`src/dprc_pkg.sv`:
```
/*
 * shared constants and carriers for the dual-port RAM port controller.
 * assumes a single 20 MHz clock and one RAM port wired to this controller.
 */
package dprc_pkg;

    // ********************************************
    // widths
    // ********************************************
    localparam int ADDR_W     = 15;
    localparam int DATA_MAX_W = 9;
    localparam int TOKEN_AW   = 3;

    // ********************************************
    // mailbox words and pin idle values
    // ********************************************
    localparam logic [ADDR_W-1:0]     MBOX_RIGHT = 15'h7FFF;
    localparam logic [ADDR_W-1:0]     MBOX_LEFT  = 15'h7FFE;
    localparam logic [ADDR_W-1:0]     ADDR_RST   = 15'h0000;
    localparam logic [DATA_MAX_W-1:0] DATA_RST   = 9'h000;

    // ********************************************
    // timing, in ns and in 50 ns cycles
    // ********************************************
    localparam int CLK_PERIOD_NS     = 50;
    localparam int SYNC_STAGES       = 2;
    localparam int FLAG_SETTLE_NS    = 20;  // flag_from_select_low / flag_from_address_match
    localparam int WRITE_PULSE_NS    = 15;
    localparam int READ_ACCESS_NS    = 20;
    localparam int FLOWTHROUGH_NS    = 30;  // flowthrough_delay
    localparam int SETTLE_CYC = (FLAG_SETTLE_NS + CLK_PERIOD_NS - 1) / CLK_PERIOD_NS + SYNC_STAGES;
    localparam int PULSE_CYC  = (WRITE_PULSE_NS + CLK_PERIOD_NS - 1) / CLK_PERIOD_NS;
    localparam int READ_CYC   = (READ_ACCESS_NS + CLK_PERIOD_NS - 1) / CLK_PERIOD_NS
                              + (FLOWTHROUGH_NS + CLK_PERIOD_NS - 1) / CLK_PERIOD_NS + SYNC_STAGES;

    // ********************************************
    // carriers
    // ********************************************
    typedef struct packed {
        logic                  write;
        logic                  token;
        logic [ADDR_W-1:0]     addr;
        logic [DATA_MAX_W-1:0] wdata;
    } dprc_cmd_t;

    typedef struct packed {
        logic [ADDR_W-1:0] addr;
        logic              select_n;
        logic              token_latch_select_n;
        logic              rw_n;
        logic              oe_n;
    } dprc_pins_t;

endpackage

```
`src/dprc_sync.sv`:
```
/*
 * two-flop synchroniser for pin inputs.
 * assumes the inputs are asynchronous levels; the first stage feeds only the second.
 */
`timescale 1ns/1ps
module dprc_sync #(
    parameter int             W       = 1,
    parameter logic [W-1:0]   RST_VAL = '0
) (
    // clock and reset
    input  wire logic         clock_i,
    input  wire logic         srst_i,
    // level in and out
    input  wire logic [W-1:0] d_i,
    output logic      [W-1:0] q_o
);
    logic [W-1:0] meta_reg;

    always_ff @(posedge clock_i)
    begin
        if (srst_i)
        begin
            meta_reg <= RST_VAL;
            q_o      <= RST_VAL;
        end
        else
        begin
            meta_reg <= d_i;
            q_o      <= meta_reg;
        end
    end
endmodule // dprc_sync

```
`src/dprc_port_ctrl.sv`:
```
/*
 * host-side controller for one port of an asynchronous dual-port RAM with
 * contention flag, mailbox interrupt flag and eight token latches.
 * assumes one 20 MHz clock, a synchronous active-high reset, and that the
 * RAM pins are wired directly; bidirectional data is split into in/out/enable.
 */
`timescale 1ns/1ps
module dprc_port_ctrl #(
    parameter int DATA_W = 9
) (
    // clock and reset
    input  wire logic                       clock_i,
    input  wire logic                       srst_i,
    // user request side
    input  wire logic                       req_i,
    input  wire dprc_pkg::dprc_cmd_t        cmd_i,
    input  wire logic                       mbox_irq_en_i,
    output logic                            ready_o,
    output logic                            done_o,
    output logic [DATA_W-1:0]               rdata_o,
    output logic                            contention_o,
    output logic                            mbox_irq_o,
    // ram port pins
    output dprc_pkg::dprc_pins_t            pins_o,
    output logic [DATA_W-1:0]               data_o,
    output logic                            data_oe_o,
    input  wire logic [DATA_W-1:0]          data_i,
    input  wire logic                       busy_n_i,
    input  wire logic                       int_n_i
);
    // ********************************************
    // checks and types
    // ********************************************
    if (DATA_W != 8 && DATA_W != 9)
    begin : g_bad_width
        $error("DATA_W must be 8 or 9");
    end

    typedef enum logic [5:0] {
        S_IDLE  = 6'b000001,
        S_SETUP = 6'b000010,
        S_ARB   = 6'b000100,
        S_WRITE = 6'b001000,
        S_READ  = 6'b010000,
        S_END   = 6'b100000
    } dprc_state_t;

    localparam logic [3:0] SETTLE_CNT = 4'(dprc_pkg::SETTLE_CYC);
    localparam logic [3:0] PULSE_CNT  = 4'(dprc_pkg::PULSE_CYC);
    localparam logic [3:0] READ_CNT   = 4'(dprc_pkg::READ_CYC);

    dprc_state_t          state_reg;
    logic [3:0]           cnt_reg;
    dprc_pkg::dprc_cmd_t  cmd_reg;
    logic [DATA_W-1:0]    data_s;
    logic                 busy_s;
    logic                 int_s;

    // ********************************************
    // pin synchronisers
    // ********************************************
    dprc_sync #(.W(DATA_W), .RST_VAL('0)) u_sync_data (
        .clock_i (clock_i),
        .srst_i  (srst_i),
        .d_i     (data_i),
        .q_o     (data_s)
    );

    dprc_sync #(.W(2), .RST_VAL(2'h3)) u_sync_flags (
        .clock_i (clock_i),
        .srst_i  (srst_i),
        .d_i     ({busy_n_i, int_n_i}),
        .q_o     ({busy_s, int_s})
    );

    // ********************************************
    // decode
    // ********************************************
    wire                        cnt_zero  = (cnt_reg == 4'h0);
    wire                        take_req  = req_i && ready_o;
    // token accesses carry only the latch number; upper lines held low
    wire [dprc_pkg::ADDR_W-1:0] pin_addr  = cmd_i.token ?
        {{(dprc_pkg::ADDR_W-dprc_pkg::TOKEN_AW){1'b0}}, cmd_i.addr[dprc_pkg::TOKEN_AW-1:0]}
        : cmd_i.addr;
    // token write drives only bit zero meaningfully
    wire [DATA_W-1:0]           wr_word   = cmd_reg.token ?
        {{(DATA_W-1){1'b0}}, cmd_reg.wdata[0]} : cmd_reg.wdata[DATA_W-1:0];
    // a token access has no address arbitration to wait on
    wire                        may_write = busy_s || cmd_reg.token;

    // ********************************************
    // sequencer
    // ********************************************
    always_ff @(posedge clock_i)
    begin
        if (srst_i)
        begin
            state_reg    <= S_IDLE;
            cnt_reg      <= 4'h0;
            cmd_reg      <= '0;
            ready_o      <= 1'b1;
            done_o       <= 1'b0;
            rdata_o      <= '0;
            contention_o <= 1'b0;
            pins_o       <= '{addr: dprc_pkg::ADDR_RST, select_n: 1'b1,
                              token_latch_select_n: 1'b1, rw_n: 1'b1, oe_n: 1'b1};
            data_o       <= '0;
            data_oe_o    <= 1'b0;
        end
        else
        begin
            done_o <= 1'b0;
            case (state_reg)
                S_IDLE:
                begin
                    if (take_req)
                    begin
                        cmd_reg     <= cmd_i;
                        ready_o     <= 1'b0;
                        pins_o.addr <= pin_addr;   // only moves while rw_n is high
                        pins_o.rw_n <= 1'b1;
                        state_reg   <= S_SETUP;
                    end
                end
                S_SETUP:
                begin
                    // never both selects at once
                    pins_o.select_n             <= cmd_reg.token;
                    pins_o.token_latch_select_n <= ~cmd_reg.token;
                    pins_o.oe_n                 <= cmd_reg.write;
                    data_oe_o                   <= cmd_reg.write;
                    data_o                      <= wr_word;
                    cnt_reg                     <= SETTLE_CNT;
                    state_reg                   <= S_ARB;
                end
                S_ARB:
                begin
                    if (!cnt_zero)
                    begin
                        cnt_reg <= cnt_reg - 4'h1;
                    end
                    else if (!cmd_reg.write)
                    begin
                        cnt_reg   <= READ_CNT;
                        state_reg <= S_READ;
                    end
                    else if (may_write)
                    begin
                        // select already low, so the write is rw-controlled
                        pins_o.rw_n <= 1'b0;
                        cnt_reg     <= PULSE_CNT;
                        state_reg   <= S_WRITE;
                    end
                    else
                    begin
                        // lost arbitration: hold off, rw stays high
                        contention_o <= 1'b1;
                    end
                end
                S_WRITE:
                begin
                    cnt_reg <= cnt_reg - 4'h1;
                    if (cnt_reg == 4'h1)
                    begin
                        pins_o.rw_n <= 1'b1;
                        state_reg   <= S_END;
                    end
                end
                S_READ:
                begin
                    cnt_reg <= cnt_reg - 4'h1;
                    if (cnt_reg == 4'h1)
                    begin
                        rdata_o      <= data_s;
                        contention_o <= ~busy_s;
                        state_reg    <= S_END;
                    end
                end
                S_END:
                begin
                    // the deselect gap also serves as the token update pulse
                    pins_o.select_n             <= 1'b1;
                    pins_o.token_latch_select_n <= 1'b1;
                    pins_o.oe_n                 <= 1'b1;
                    data_oe_o                   <= 1'b0;
                    done_o                      <= 1'b1;
                    ready_o                     <= 1'b1;
                    state_reg                   <= S_IDLE;
                    if (cmd_reg.write && !cmd_reg.token)
                    begin
                        contention_o <= 1'b0;
                    end
                end
                default:
                begin
                    state_reg <= S_IDLE;
                end
            endcase
        end
    end

    // mailbox interrupt reaches the user only when messaging is enabled
    always_ff @(posedge clock_i)
    begin
        if (srst_i)
        begin
            mbox_irq_o <= 1'b0;
        end
        else
        begin
            mbox_irq_o <= mbox_irq_en_i && !int_s;
        end
    end
endmodule // dprc_port_ctrl

```
`config.mk`:
```
export PLATFORM = sky130hd
export DESIGN_NAME = dprc_port_ctrl
export DESIGN_NICKNAME = d
export VERILOG_FILES = /design/src/dprc_pkg.sv /design/src/dprc_sync.sv /design/src/dprc_port_ctrl.sv
export SDC_FILE = /design/constraint.sdc
export NUM_CORES = 1
export LEC_CHECK = 0
export BUFFER_PORTS_ARGS = -buffer_cell sky130_fd_sc_hd__buf_2
export CAP_MARGIN = 5
export CELL_PAD_IN_SITES_DETAIL_PLACEMENT = 2
export CELL_PAD_IN_SITES_GLOBAL_PLACEMENT = 2
export CORE_UTILIZATION = 31
export CTS_CLUSTER_DIAMETER = 80
export CTS_CLUSTER_SIZE = 28
export DETAILED_ROUTE_END_ITERATION = 8
export GPL_TIMING_DRIVEN = 0
export PLACE_DENSITY = 0.84
export SYNTH_ARGS = -nofsm -noshare
export SYNTH_HDL_FRONTEND = slang
export SYNTH_SLANG_ARGS = --single-unit
```
`constraint.sdc`:
```
create_clock -name clock_i -period 2.4 [get_ports clock_i]
set_input_delay 0 -clock clock_i [delete_from_list [all_inputs] [get_ports clock_i]]
set_output_delay 0 -clock clock_i [all_outputs]
set_load 0.02 [all_outputs]
```
==> results.tsv <==
stage	metric	value	unit
status	outcome	finished, final reports clean	
route	vias_per_cell	4.923	
grt	antenna_found_initial	0	
clocking	cts_setup_buffers	0	
die	die-area	10640	µm²
die	ioPinCount	83	
clocking	cts.clk_slew.worst_paths	0.09	ns
timing	fin_crit	2.303	ns
placed_design	gp_congestion	0.7972	
worst_setup_path	cp_max_fo	8	
route	drt_iter0_markers	69	
synthesis	syn_nets	385	
cells_and_area	final_common_cell	buf_2	
synthesis	yosys_warnings	0	
grt	track_usage	23.16	%
synthesis	yosys_register_bits	85	
worst_setup_path	critical_path_class	flop to flop	
timing	max_slew_margin	50.49	%
cells_and_area	area_growth_syn_to_layout	35.99	%
die	die_h	103.1	µm
route	wl	11.53	mm
worst_setup_path	cp-end-kind	flop	
synthesis	synth_area_leaders	dfxtp_1 54%, a21oi_1 7.3%, nand2_1 6.5%	
timing	rsz0062_at_grt	false	
synthesis	synth_area	3171	µm²
route	drc_errors	0	
cells_and_area	drive_gt1_share	24.06	%
timing	fmax	434.2	MHz
timing	finalHoldViolations	0	
grt	grt_start_max_net_pins	14	
synthesis	syn_area_per_cell	9.298	µm²
grt	grt_first_pass_wirelength	17.93	mm
synthesis	yosys.area_share.simple	27.03	%
synthesis	seq_area_frac_synth	53.67	%
worst_hold_path	hold_class	primary input to flop	
cells_and_area	nNetsFinal	517	
worst_setup_path	crit_required	2.70	ns
die	initial_core_util	32.14	%
timing	tightest_slew	0.7410	ns
clocking	htree_levels	3	
synthesis	synthCells	341	
timing	setup_violations	0	
clocking	clock-root-buffer	clkbuf_8	
placed_design	dp_hpwl	6.823	mm
die	die_w	103.1	µm
synthesis	synth_cell_types	40	
synthesis	synth-compound-area-share	11.44	%
cells_and_area	layout_common_cells	86 x buf_2, 85 x dfxtp_1, 55 x nand2_1	
synthesis	muxShareOfSynthArea	3.473	%
synthesis	synthFlopType	dfxtp_1	
route	via_count	3008	
timing	drv_slew	0	
worst_setup_path	startpoint_type	flop	
timing	finalCritPeriodShare	95.97	%
cells_and_area	final_core_util	43.71	%
clocking	numCtsBuffers	9	
timing	finClkSkew	0.009674	ns
clocking	clk_latency	0.38	ns
die	rows	36	
clocking	cts_buffer_depth	2	
cells_and_area	largest_register_ffs	19	
grt	grt-ovfl-total	0	
worst_setup_path	cp_data_arrival_time	2.60	ns
synthesis	synth-edff-count	0	
synthesis	synth.largest_area_cell	dfxtp_1	
route	drt-wirelength-per-cell	18.88	µm
synthesis	async_flop_share	0	%
cells_and_area	n_antenna_cell	0	
synthesis	synth_xor_area_share	0.2762	%
clocking	clock-sinks	85	
placed_design	portBuffers	81	
route	firstDrtPassIters	4	
timing	finalSetupTns	0	ns
flow_run	cap_violations	0	
die	coreArea	9864	µm²
synthesis	netlist.area_leader.share	53.67	%
power_and_ir_drop	p_leak	1.832	nW
clocking	tritoncts	done	
synthesis	synth_top_family_by_area	simple AND/OR/NAND/NOR gates	
power_and_ir_drop	ir_worst_vdd	354.4	µV
synthesis	synth_adder_area_share	1.184	%
power_and_ir_drop	power_density	665.6	nW/µm²
grt	grt_pass1_vias	3336	
clocking	cts_resized	0	
worst_setup_path	worst-r2r-setup-slack	0.1	ns
route	antenna_left	0	
-- cell families after synthesis --
| group | count (synthesis) |
|---|---|
| simple gates | 158 |
| flops | 85 |
| compound gates | 61 |
| buf+inv | 22 |
| mux | 11 |
| fa+ha+maj | 3 |
| xor+xnor | 1 |
-- worst paths after layout --
path / start / end / cells after the start
min: srst_i / u_sync_data.q_o[5] / 2
min reg2reg: u_sync_flags.q_o[0] / mbox_irq_o / 1
max reg2reg: state_reg[3] / pins_o[12] / 6
max: state_reg[3] / pins_o[12] / 6
-- critical path, cell delays in order (launching register included) --
cell	delay, ns
dfxtp_1	0.38
nor4_2	0.40
nand3b_2	0.26
nor2_4	0.27
nand3b_1	0.14
dlygate4sd3_1	0.59
a21oi_1	0.18
-- area by class of cell --
type                    instances  area (µm²)
clock inverters                 4       23.77
plain buffers                  19       81.33
fillers                      1082        5553
well taps                     133       166.4
inverters                       3       11.26
multi-input cells             234        1376
clock buffers                  12       145.1
flip-flops and latches         85        1702
repair buffers                121       805.8
-- layer usage --
layer  vias to the layer above  GRT usage [%]  routed length, µm  part of all wire, %
li1                       1425              -                  -                    -
met1                      1504          24.72               4567                   40
met2                        65          43.79               6398                   55
met3                        14          6.305                393                  3.4
met4                         0          7.692                174                  1.5
met5                         -              0                  0                    0
-- timing repair --
| action | in CTS | in global routing |
|---|---|---|
| endpoints found under the setup margin | 0 | 0 |
| hold buffers | 40 | 0 |
| hold endpoints to repair | 37 | 0 |
-- metrics by stage --
stage,cell area [µm²],instances,hold WS (ns),worst slack (ns),power (mW)
after global routing,4312,611,0.05205,0.02335,2.987
final,4312,611,0.04293,0.09671,2.870
after CTS,4312,611,0.03001,0.2491,2.853
after detailed placement,3742,555,0.1879,0.3063,1.881
after global placement,3742,555,0.1830,0.4928,1.866
after floorplan,3171,341,0.1038,0.7448,1.750
-- report_power, final --
| group | switching, mW | internal, mW | total [mW] |
|---|---|---|---|
| Combinational | 0.238 | 0.170 | 0.408 |
| Clock | 0.542 | 0.402 | 0.944 |
| Sequential | 0.0451 | 1.47 | 1.52 |
| Total | 0.825 | 2.04 | 2.87 |
-- Yosys cell counts, types with 2 or more instances --
cell      number
a21o_1         2
a21oi_1       46
buf_2          5
clkbuf_1      13
dfxtp_1       85
ha_1           3
inv_1          3
mux2i_1       11
nand2_1       55
nand2b_1       6
nand3_1        2
nand3b_1      15
nor2_1        25
nor2b_1       20
nor3_1         2
nor3b_1       11
nor4_1         2
nor4_2         3
o21ai_0        4
o32ai_1        2
or2_1          2
or2_2          5
or3_1          2
Power figures use the tool's default switching activity.
